File: src/pkg/sre_cfg.svh
// Constants for the serial receive error flag block.
`ifndef SRE_CFG_SVH
`define SRE_CFG_SVH
`define SRE_OFS_STATUS 8'h00
`define SRE_OFS_CTRL 8'h04
`define SRE_OFS_DATA 8'h08
`define SRE_OFS_FIFO 8'h0c
`define SRE_BIT_FULL 6
`define SRE_BIT_OVR 5
`define SRE_BIT_FRM 4
`define SRE_BIT_RXEN 0
`define SRE_BIT_STOP2 1
`define SRE_BIT_FEN 2
`define SRE_BIT_STBY 3
`define SRE_BAUD_NS 8680
`define SRE_CLK_NS 100
`define SRE_BIT_CYC ((`SRE_BAUD_NS) / (`SRE_CLK_NS))
`define SRE_FIFO_DEPTH 16
`define SRE_DATA_W 8
`define SRE_CHAR_BITS 4'h8
`endif

File: src/pkg/sre_pkg.sv
// Types shared by the serial receive error flag block.
`default_nettype none
package sre_pkg;
    typedef enum logic [2:0] {
        SRE_IDLE, SRE_START, SRE_DATA, SRE_STOP1, SRE_STOP2
    } sre_rx_state_e;
    typedef struct packed {
        logic rx_enable;
        logic two_stop;
        logic fifo_enable;
        logic standby;
    } sre_ctrl_s;
    typedef struct packed {
        logic rx_full_flag;
        logic overrun_flag;
        logic framing_flag;
    } sre_flags_s;
endpackage : sre_pkg
`default_nettype wire

File: src/logic/sre_fifo.sv
// Parameterised valid/ready FIFO for received characters.
`timescale 1ns/1ps
`default_nettype none
module sre_fifo #(
    parameter int WIDTH = 8,
    parameter int DEPTH = 16
) (
    input wire logic pclk,
    input wire logic presetn,
    input wire logic flush,
    input wire logic [WIDTH-1:0] in_data,
    input wire logic in_valid,
    output logic in_ready,
    output logic [WIDTH-1:0] out_data,
    output logic out_valid,
    input wire logic out_ready
);
    localparam int AW = $clog2(DEPTH);
    logic [WIDTH-1:0] mem [DEPTH];
    logic [AW-1:0] wr_ptr, rd_ptr, next_wr_ptr, next_rd_ptr;
    logic [AW:0] count, next_count;
    logic push, pop;

    // ----------------------------------------
    // Pointer and count update
    // ----------------------------------------
    always_comb begin
        push = in_valid && in_ready;
        pop = out_valid && out_ready;
        next_wr_ptr = push ? AW'(wr_ptr + 1'b1) : wr_ptr;
        next_rd_ptr = pop ? AW'(rd_ptr + 1'b1) : rd_ptr;
        next_count = (AW+1)'(count + push - pop);
        if (flush) begin
            next_wr_ptr = '0;
            next_rd_ptr = '0;
            next_count = '0;
        end
    end

    // Storage is written without reset; only pointers and count need a known value.
    always_ff @(posedge pclk or negedge presetn) begin
        if (!presetn) begin
            wr_ptr <= '0;
            rd_ptr <= '0;
            count <= '0;
        end else begin
            wr_ptr <= next_wr_ptr;
            rd_ptr <= next_rd_ptr;
            count <= next_count;
        end
    end

    always_ff @(posedge pclk) begin
        if (push) begin
            mem[wr_ptr] <= in_data;
        end
    end

    assign in_ready = (count != (AW+1)'(DEPTH));
    assign out_valid = (count != '0);
    assign out_data = mem[rd_ptr];
endmodule : sre_fifo
`default_nettype wire

File: src/logic/sre_rx.sv
// Serial receiver with overrun and framing error flags on an APB slave.
//
// The APB slave port and the placing of the registers were chosen for this implementation.
`timescale 1ns/1ps
`default_nettype none
`include "sre_cfg.svh"
// Overview of operation
// - Overrun flag at status bit 5, resets 0.
// - Framing flag at status bit 4, resets 0.
// - Receive disable leaves both error flags unchanged.
// - Reset or standby forces both flags to 0.
// - Overrun clears only by read 1, write 0.
// - Framing clears only by read 1, write 0.
// - Overrun keeps held character, discards new ones.
// - No reception while overrun flag set.
// - Stop bit sampled 0 sets framing flag unless buffer full.
// - Only first of two stop bits checked.
// - Framing error loads buffer, full flag stays.
// - No reception while framing flag set.
// - Character done while full sets overrun.
// - Good character loads buffer, sets full flag.
module sre_rx
    import sre_pkg::*;
(
    input wire logic pclk,
    input wire logic presetn,
    input wire logic psel,
    input wire logic penable,
    input wire logic pwrite,
    input wire logic [7:0] paddr,
    input wire logic [31:0] pwdata,
    output logic [31:0] prdata,
    output logic pready,
    output logic pslverr,
    input wire logic rx_line,
    input wire logic hw_standby,
    output logic fifo_in_ready
);
    // Bit period in clock cycles and the half period that centres each
    // sample. The divider is a plain down-counter whose zero count is the
    // one-cycle enable pulse, so no second clock is needed.
    localparam logic [15:0] BIT_CYC = 16'(`SRE_BIT_CYC);
    localparam logic [15:0] HALF_CYC = 16'(`SRE_BIT_CYC / 2);

    sre_rx_state_e state, next_state;
    sre_ctrl_s ctrl, next_ctrl;
    sre_flags_s flags, next_flags;
    logic [15:0] tick_cnt, next_tick_cnt;
    logic [3:0] bit_cnt, next_bit_cnt;
    logic [7:0] rx_shift_register, next_rx_shift_register;
    logic [7:0] rx_holding_buffer, next_rx_holding_buffer;
    // Arms for the read-then-write clear, one per flag.
    logic seen_full, next_seen_full;
    logic seen_ovr, next_seen_ovr;
    logic seen_frm, next_seen_frm;
    logic [31:0] next_prdata;
    logic bit_tick, wr_en, rd_en, char_done, char_good, stop_bad;
    logic sw_clear, rx_blocked;
    logic fifo_push, fifo_pop, fifo_out_valid;
    logic [7:0] fifo_out_data;

    // ----------------------------------------
    // Bus decode
    // ----------------------------------------
    // The slave answers in the first access cycle, so pready is tied high.
    // Zero wait states leave no stall state to get wrong.
    assign pready = 1'b1;
    // Writes and reads act in the access phase only.
    assign wr_en = psel && penable && pwrite;
    assign rd_en = psel && penable && !pwrite;
    // An unmapped or unaligned access errs; a write there changes
    // nothing and a read returns zero.
    assign pslverr = psel && penable && (paddr > `SRE_OFS_FIFO ||
                     paddr[1:0] != 2'b00);
    // Standby pin or bit acts like a reset on the flags and the receiver.
    assign sw_clear = hw_standby || ctrl.standby;
    // While either error flag is up no new start bit is taken; both
    // flags only rise at the end of a character, so none is cut short.
    assign rx_blocked = flags.overrun_flag || flags.framing_flag;

    // ----------------------------------------
    // Receiver timing and framing
    // ----------------------------------------
    // One-cycle enable pulse at the sample point of each bit.
    // The counter reloads at every tick and counts down in between.
    always_comb begin
        bit_tick = (tick_cnt == 16'h0000);
        next_tick_cnt = bit_tick ? 16'(BIT_CYC - 16'h0001) :
                        16'(tick_cnt - 16'h0001);
        next_state = state;
        next_bit_cnt = bit_cnt;
        next_rx_shift_register = rx_shift_register;
        char_done = 1'b0;
        stop_bad = 1'b0;
        case (state)
            SRE_IDLE: begin
                // Preloading half a bit puts the first tick mid start bit.
                next_tick_cnt = HALF_CYC;
                // Hold off a new start bit while an error is pending.
                if (ctrl.rx_enable && !rx_blocked && !rx_line) begin
                    next_state = SRE_START;
                end
            end
            SRE_START: begin
                // A start bit that is high again at its centre was a glitch.
                if (bit_tick) begin
                    next_state = rx_line ? SRE_IDLE : SRE_DATA;
                    next_bit_cnt = 4'h0;
                end
            end
            SRE_DATA: begin
                if (bit_tick) begin
                    // Least significant bit first: shift in at the top.
                    next_rx_shift_register = {rx_line, rx_shift_register[7:1]};
                    next_bit_cnt = 4'(bit_cnt + 4'h1);
                    if (4'(bit_cnt + 4'h1) == `SRE_CHAR_BITS) begin
                        next_state = SRE_STOP1;
                    end
                end
            end
            SRE_STOP1: begin
                // Only a low first stop bit counts as a framing error.
                if (bit_tick) begin
                    char_done = 1'b1;
                    stop_bad = !rx_line;
                    next_state = ctrl.two_stop ? SRE_STOP2 : SRE_IDLE;
                end
            end
            SRE_STOP2: begin
                // Second stop bit is only waited out, never checked.
                if (bit_tick) begin
                    next_state = SRE_IDLE;
                end
            end
            default: next_state = SRE_IDLE;
        endcase
        // Turning reception off aborts a character but keeps flags.
        // A character cut short this way is lost without any error.
        if (!ctrl.rx_enable || sw_clear) begin
            next_state = SRE_IDLE;
        end
    end

    // ----------------------------------------
    // Flags, holding buffer and registers
    // ----------------------------------------
    always_comb begin
        next_ctrl = ctrl;
        next_flags = flags;
        next_rx_holding_buffer = rx_holding_buffer;
        next_seen_full = seen_full;
        next_seen_ovr = seen_ovr;
        next_seen_frm = seen_frm;
        fifo_pop = 1'b0;
        // Overrun wins over framing when the buffer is still full.
        char_good = char_done && !flags.rx_full_flag && !stop_bad;
        // Reads arm the clear sequence for each flag seen as 1. The arm
        // comes from the registered read data, which is what software saw.
        if (rd_en && paddr == `SRE_OFS_STATUS) begin
            next_seen_full = prdata[`SRE_BIT_FULL];
            next_seen_ovr = prdata[`SRE_BIT_OVR];
            next_seen_frm = prdata[`SRE_BIT_FRM];
        end
        // Writing 1 to a flag leaves it alone.
        // A 0 clears only a flag that the last status read showed as 1;
        // a clear without that read is ignored.
        if (wr_en && paddr == `SRE_OFS_STATUS) begin
            if (seen_ovr && !pwdata[`SRE_BIT_OVR]) begin
                next_flags.overrun_flag = 1'b0;
                next_seen_ovr = 1'b0;
            end
            if (seen_frm && !pwdata[`SRE_BIT_FRM]) begin
                next_flags.framing_flag = 1'b0;
                next_seen_frm = 1'b0;
            end
            if (seen_full && !pwdata[`SRE_BIT_FULL]) begin
                next_flags.rx_full_flag = 1'b0;
                next_seen_full = 1'b0;
            end
        end
        // Control bits are plain read/write storage.
        if (wr_en && paddr == `SRE_OFS_CTRL) begin
            next_ctrl.rx_enable = pwdata[`SRE_BIT_RXEN];
            next_ctrl.two_stop = pwdata[`SRE_BIT_STOP2];
            next_ctrl.fifo_enable = pwdata[`SRE_BIT_FEN];
            next_ctrl.standby = pwdata[`SRE_BIT_STBY];
        end
        if (rd_en && paddr == `SRE_OFS_FIFO) begin
            fifo_pop = fifo_out_valid;
        end
        // Hardware events come last so a set wins over a same-cycle clear.
        // Overrun leaves the holding buffer alone; the old character stays.
        if (char_done && flags.rx_full_flag) begin
            next_flags.overrun_flag = 1'b1;
        end else if (char_done && stop_bad) begin
            next_flags.framing_flag = 1'b1;
            next_rx_holding_buffer = rx_shift_register;
        end else if (char_good) begin
            next_rx_holding_buffer = rx_shift_register;
            next_flags.rx_full_flag = 1'b1;
        end
        // Standby acts last and beats every set, just as reset does.
        if (sw_clear) begin
            next_flags = '0;
            next_seen_full = 1'b0;
            next_seen_ovr = 1'b0;
            next_seen_frm = 1'b0;
        end
    end

    // Good characters are copied into the FIFO too when it is enabled.
    // A character with an error never reaches the FIFO, so the FIFO
    // holds only data that software can trust.
    assign fifo_push = char_good && ctrl.fifo_enable;

    // Receiver registers; reset loads constants only.
    always_ff @(posedge pclk or negedge presetn) begin
        if (!presetn) begin
            state <= SRE_IDLE;
            tick_cnt <= 16'h0000;
            bit_cnt <= 4'h0;
            rx_shift_register <= 8'h00;
        end else begin
            state <= next_state;
            tick_cnt <= next_tick_cnt;
            bit_cnt <= next_bit_cnt;
            rx_shift_register <= next_rx_shift_register;
        end
    end

    // Control, flag and holding buffer registers.
    always_ff @(posedge pclk or negedge presetn) begin
        if (!presetn) begin
            ctrl <= '0;
            flags <= '0;
            rx_holding_buffer <= 8'h00;
            seen_full <= 1'b0;
            seen_ovr <= 1'b0;
            seen_frm <= 1'b0;
        end else begin
            ctrl <= next_ctrl;
            flags <= next_flags;
            rx_holding_buffer <= next_rx_holding_buffer;
            seen_full <= next_seen_full;
            seen_ovr <= next_seen_ovr;
            seen_frm <= next_seen_frm;
        end
    end

    // ----------------------------------------
    // Read data
    // ----------------------------------------
    // Read data is registered in the setup cycle, so prdata is a flop
    // output in the access phase. The price is one cycle of age: a flag
    // set at the setup edge shows only on the next read.
    always_comb begin
        next_prdata = prdata;
        if (psel && !penable && !pwrite) begin
            case (paddr)
                `SRE_OFS_STATUS: next_prdata = {25'h0000000,
                    flags.rx_full_flag, flags.overrun_flag,
                    flags.framing_flag, 4'h0};
                `SRE_OFS_CTRL: next_prdata = {28'h0000000, ctrl.standby,
                    ctrl.fifo_enable, ctrl.two_stop, ctrl.rx_enable};
                `SRE_OFS_DATA: next_prdata = {24'h000000, rx_holding_buffer};
                // An empty FIFO reads as zero, not as stale storage.
                `SRE_OFS_FIFO: next_prdata = {23'h000000, fifo_out_valid,
                    fifo_out_valid ? fifo_out_data : 8'h00};
                default: next_prdata = 32'h00000000;
            endcase
        end
    end

    // Read data holds between reads.
    always_ff @(posedge pclk or negedge presetn) begin
        if (!presetn) begin
            prdata <= 32'h00000000;
        end else begin
            prdata <= next_prdata;
        end
    end

    // ----------------------------------------
    // Receive FIFO
    // ----------------------------------------
    // A full FIFO drops characters; the holding buffer still gets them.
    // Standby flushes it with the flags, so no character received before
    // standby can be read from the FIFO after it.
    sre_fifo #(
        .WIDTH(`SRE_DATA_W),
        .DEPTH(`SRE_FIFO_DEPTH)
    ) u_fifo (
        .pclk(pclk),
        .presetn(presetn),
        .flush(sw_clear),
        .in_data(rx_shift_register),
        .in_valid(fifo_push),
        .in_ready(fifo_in_ready),
        .out_data(fifo_out_data),
        .out_valid(fifo_out_valid),
        .out_ready(fifo_pop)
    );
endmodule : sre_rx
`default_nettype wire

File: config.mk
export PLATFORM = sky130hd
export DESIGN_NAME = sre_rx
export DESIGN_NICKNAME = d
export VERILOG_FILES = /design/src/pkg/sre_pkg.sv /design/src/logic/sre_fifo.sv /design/src/logic/sre_rx.sv
export VERILOG_INCLUDE_DIRS = /design/src /design/src/pkg
export SDC_FILE = /design/constraint.sdc
export NUM_CORES = 1
export LEC_CHECK = 0
export ABC_AREA = 1
export BUFFER_PORTS_ARGS = -buffer_cell sky130_fd_sc_hd__buf_2
export CELL_PAD_IN_SITES_DETAIL_PLACEMENT = 1
export CELL_PAD_IN_SITES_GLOBAL_PLACEMENT = 1
export CORE_ASPECT_RATIO = 0.7
export CORE_UTILIZATION = 45
export CTS_CLUSTER_SIZE = 16
export DETAILED_ROUTE_END_ITERATION = 6
export PLACE_DENSITY = 0.81
export SLEW_MARGIN = 0
export SYNTH_ARGS = -nofsm -noshare
export SYNTH_HDL_FRONTEND = slang
export SYNTH_HIERARCHICAL = 1
export SYNTH_SLANG_ARGS = --single-unit
File: constraint.sdc
create_clock -name pclk -period 6.77 [get_ports pclk]
set_input_delay 0.677 -clock pclk [delete_from_list [all_inputs] [get_ports pclk]]
set_output_delay 0.677 -clock pclk [all_outputs]
set_load 0.005 [all_outputs]
==> flow_metrics.tcl <==
set metrics [dict create \
    run_status "finished, final reports clean" \
    drtPass1Iterations 7 \
    cp_data_required_time_ns 6.84 \
    io_buffer_count 32 \
    ir_drop_mv 0.186 \
    post_detail_place_hpwl_um 17200 \
    multiInputGateArea_um2 3260 \
    fp.dieArea_um2 22000 \
    area_growth_pct 8.78 \
    setup.worst_path.start "tick_cnt[0]" \
    clkSinkCount 199 \
    final_routed_drc_violation_total 0 \
    power.leakage_uw 0.00474 \
    max-clock-path-buffers 2 \
    grt-ovfl-total 0 \
    min_period_ns 3.98 \
    synthesis.area_per_instance_um2 9.23 \
    cap_violations 0 \
    detail_route.iter0.violations 566 \
    grt_antenna_before_repair 1 \
    htreeDepth 4 \
    detail-route-antenna-nets 0 \
    timing.final.ws_setup_ns 2.79 \
    design.final.nets 1130 \
    fin_tns_setup_ns 0 \
    synthArstFlopShare_pct 35.7 \
    die_width_um 177 \
    grt_pass1_wl_um 40600 \
    post_cts_resize_count 0 \
    postCtsSetupRepairBufs 0 \
    worst-setup-path-type "flip-flop to flip-flop" \
    synth_compound_area_share_pct 2.84 \
    category_of_the_worst_setup_path_capture_point "flip-flop" \
    synth.most_common_cell "sky130_fd_sc_hd__nand2_1" \
    wl_per_cell_um 19.0 \
    netlist.top_cell.by_area "sky130_fd_sc_hd__edfxtp_1" \
    post_synth_mux_area_share_pct 0 \
    timing.max_slew.rel_slack_pct 32.9 \
    critPathSlowestCell "sky130_fd_sc_hd__nor2_1" \
    fmax_mhz 251 \
    insertedDiodeCount 0 \
    synth.yosys.seq_area_share_pct 58.3 \
    grt_start_max_net_pins 72 \
    synth_top_cells_by_area "sky130_fd_sc_hd__edfxtp_1, sky130_fd_sc_hd__dfrtp_1, sky130_fd_sc_hd__nand2_1" \
    postSynthRegisterBits 199 \
    r2r_slack_ns 2.79 \
    via_count_of_the_first_global_routing_pass 7341 \
    netlist-cell-type-count 36 \
    worstHoldPathType "input pin to async pin" \
    hold_viol 0 \
    crit_path_max_incr_delay_ns 0.74 \
    synth-edff-count 128 \
    post_route_cells_drive_above_1_share_pct 10.8 \
    worst_slew_pin_slew_ns 0.999 \
    clk_pin_slew_ns 0.07 \
    r2r-start "tick_cnt[0]" \
    timing.final.crit_share_pct 58.8 \
    final.fill_count 2418 \
    dpl_worst_slack_ns 2.74 \
    globalplace.congestion 0.806 \
    rsz0062_at_grt "no" \
    synth_top_area_share_pct 39.9 \
    seqCellArea_um2 5620 \
    power_density_nw_per_um2 227 \
    timing.clock.skew_ns 0.0133 \
    synthSimpleGateAreaFrac_pct 27.2 \
    synth-adder-area-share_pct 1.90 \
    placeableCoreArea_um2 20900 \
    synth.cells.most_frequent "sky130_fd_sc_hd__nand2_1, sky130_fd_sc_hd__edfxtp_1, sky130_fd_sc_hd__nor2_1" \
    total_via_count_in_the_routed_design 7167 \
    synth_area_in_xor_xnor_pct 0.909 \
    critPathArrivalTime_ns 4.05 \
    cts_made_buffers 17 \
    die_h_um 124 \
    tritoncts "done" \
    final_setup_violation_count 0 \
    cts-root-buf "sky130_fd_sc_hd__clkbuf_16" \
    clk-insertion-delay-late_ns 0.45 \
    grt_use_total_pct 24.7 \
    post_synth_inst_count 1044 \
    worst_setup_path_start_kind "flip-flop" \
    postSynth.topFlopCell "sky130_fd_sc_hd__edfxtp_1" \
    crit_fanout 8 \
    initial_utilization_pct 46.2 \
    mappedNetlistArea_um2 9640 \
    cts-hold-fix-buffers 0 \
    route.detailed.vias_per_inst 5.28 \
    timing.critical_path.mode_cell "sky130_fd_sc_hd__nand2_1" \
    power_uw 2380 \
    synth_top_family_by_area "simple AND/OR/NAND/NOR gates" \
    ys.warnings.count 6 \
    drt_wl_total_um 25800 \
    maxSlewViolCount 0 \
    io_pins 82 \
    rows 44 \
    cp_cell_sequence "inv_1 -> ha_1 -> nand2_2 -> nor2_1 -> nand2_1 -> nor2_2 -> nand3_1 -> nor3_1 -> nand2_1 -> inv_2 -> nand2_1 -> nor2_1" \
]
[worst paths after layout]
path | end | cells after the start
max | u_fifo/mem[6][7] | 12
min | ctrl[0] | 1
max reg2reg | u_fifo/mem[6][7] | 12
min reg2reg | tick_cnt[0] | 1
max in group asynchronous | u_fifo/rd_ptr[0] | 1
min in group pclk | tick_cnt[0] | 1
[flip-flops by register name, indices dropped and copies added, names as in the netlist, 3 cells and up]
register,cells
u_fifo/mem,128
tick_cnt,16
prdata,9
rx_holding_buffer,8
rx_shift_register,8
u_fifo/count,5
bit_cnt,4
ctrl,4
u_fifo/rd_ptr,4
u_fifo/wr_ptr,4
flags,3
state,3
[stage by stage]
stage	cell area (um^2)	utilization [%]	cells	hold WS, ns
2_1_floorplan	9720	-	1066	0.381
3_3_place_gp	9880	47.4	1326	0.426
3_5_place_dp	9880	47.4	1326	0.429
4_1_cts	10500	50.3	1358	0.389
5_1_grt	10500	50.3	1358	0.426
6_report	10500	50.3	1358	0.343
[layout by cell type (no fill, tap or decap), types with 2 or more instances in the layout]
cell,count
sky130_fd_sc_hd__nand4_1,21
sky130_fd_sc_hd__nor3_2,3
sky130_fd_sc_hd__nor3_1,8
sky130_fd_sc_hd__xnor2_1,4
sky130_fd_sc_hd__a21oi_1,23
sky130_fd_sc_hd__nand3_1,99
sky130_fd_sc_hd__ha_1,13
sky130_fd_sc_hd__xor2_1,6
sky130_fd_sc_hd__clkinv_4,4
sky130_fd_sc_hd__inv_2,7
sky130_fd_sc_hd__buf_2,31
sky130_fd_sc_hd__o21ai_1,3
sky130_fd_sc_hd__nand2_1,316
sky130_fd_sc_hd__dfrtp_1,70
sky130_fd_sc_hd__clkbuf_16,17
sky130_fd_sc_hd__nand2_2,5
sky130_fd_sc_hd__bufinv_16,3
sky130_fd_sc_hd__clkinv_1,3
sky130_fd_sc_hd__nand3_4,2
sky130_fd_sc_hd__o21ai_2,8
sky130_fd_sc_hd__nor2_4,4
sky130_fd_sc_hd__conb_1,24
sky130_fd_sc_hd__clkinvlp_4,2
sky130_fd_sc_hd__nor2_2,8
sky130_fd_sc_hd__buf_4,5
sky130_fd_sc_hd__inv_6,3
sky130_fd_sc_hd__o21ai_0,11
sky130_fd_sc_hd__inv_1,114
sky130_fd_sc_hd__nor2_1,117
sky130_fd_sc_hd__edfxtp_1,128
sky130_fd_sc_hd__nand3_2,10
[routing by layer]
layer	vias to the layer above	GRT usage, %	share of wire, %
met3	35	4.91	5.7
li1	3373	-	-
met2	199	38.5	46
met1	3558	34.8	47
met4	2	7.71	1.6
met5	-	0	0.047
[report_power, final]
group | switching, uW | total (uW) | internal, uW | leakage, uW
logic | 28.4 | 36.4 | 8.00 | 0.00204
clock network | 476 | 1060 | 585 | 0.000289
registers | 2.64 | 1290 | 1280 | 0.00241
total | 507 | 2380 | 1880 | 0.00474
[cell families after synthesis]
| kind of cell | Yosys count |
|---|---|
| adder cells (fa/ha/maj) | 14 |
| flip-flops | 199 |
| buffers and inverters | 175 |
| AND/OR/NAND/NOR | 597 |
| AO/OA/AOI/OAI | 47 |
| XOR/XNOR | 10 |
| other | 2 |
[final cells by class]
cell class                      count  area share [%]
Inverter                          123            4.40
Timing Repair Buffer               36            1.84
Sequential cell                   199            53.6
Tap cell                          276            3.29
Clock buffer                       18            4.09
Multi-Input combinational cell    692            31.1
Clock inverter                     14            1.67
[worst max-delay path, delay by kind of cell (launching register included)]
family / cells / cell delay (ns)
DFF: 1 / 0.38
buffers and inverters: 2 / 0.29
and+or+nand+nor: 9 / 2.72
adders and majority gates: 1 / 0.21
(Power assumes the default switching activity.)
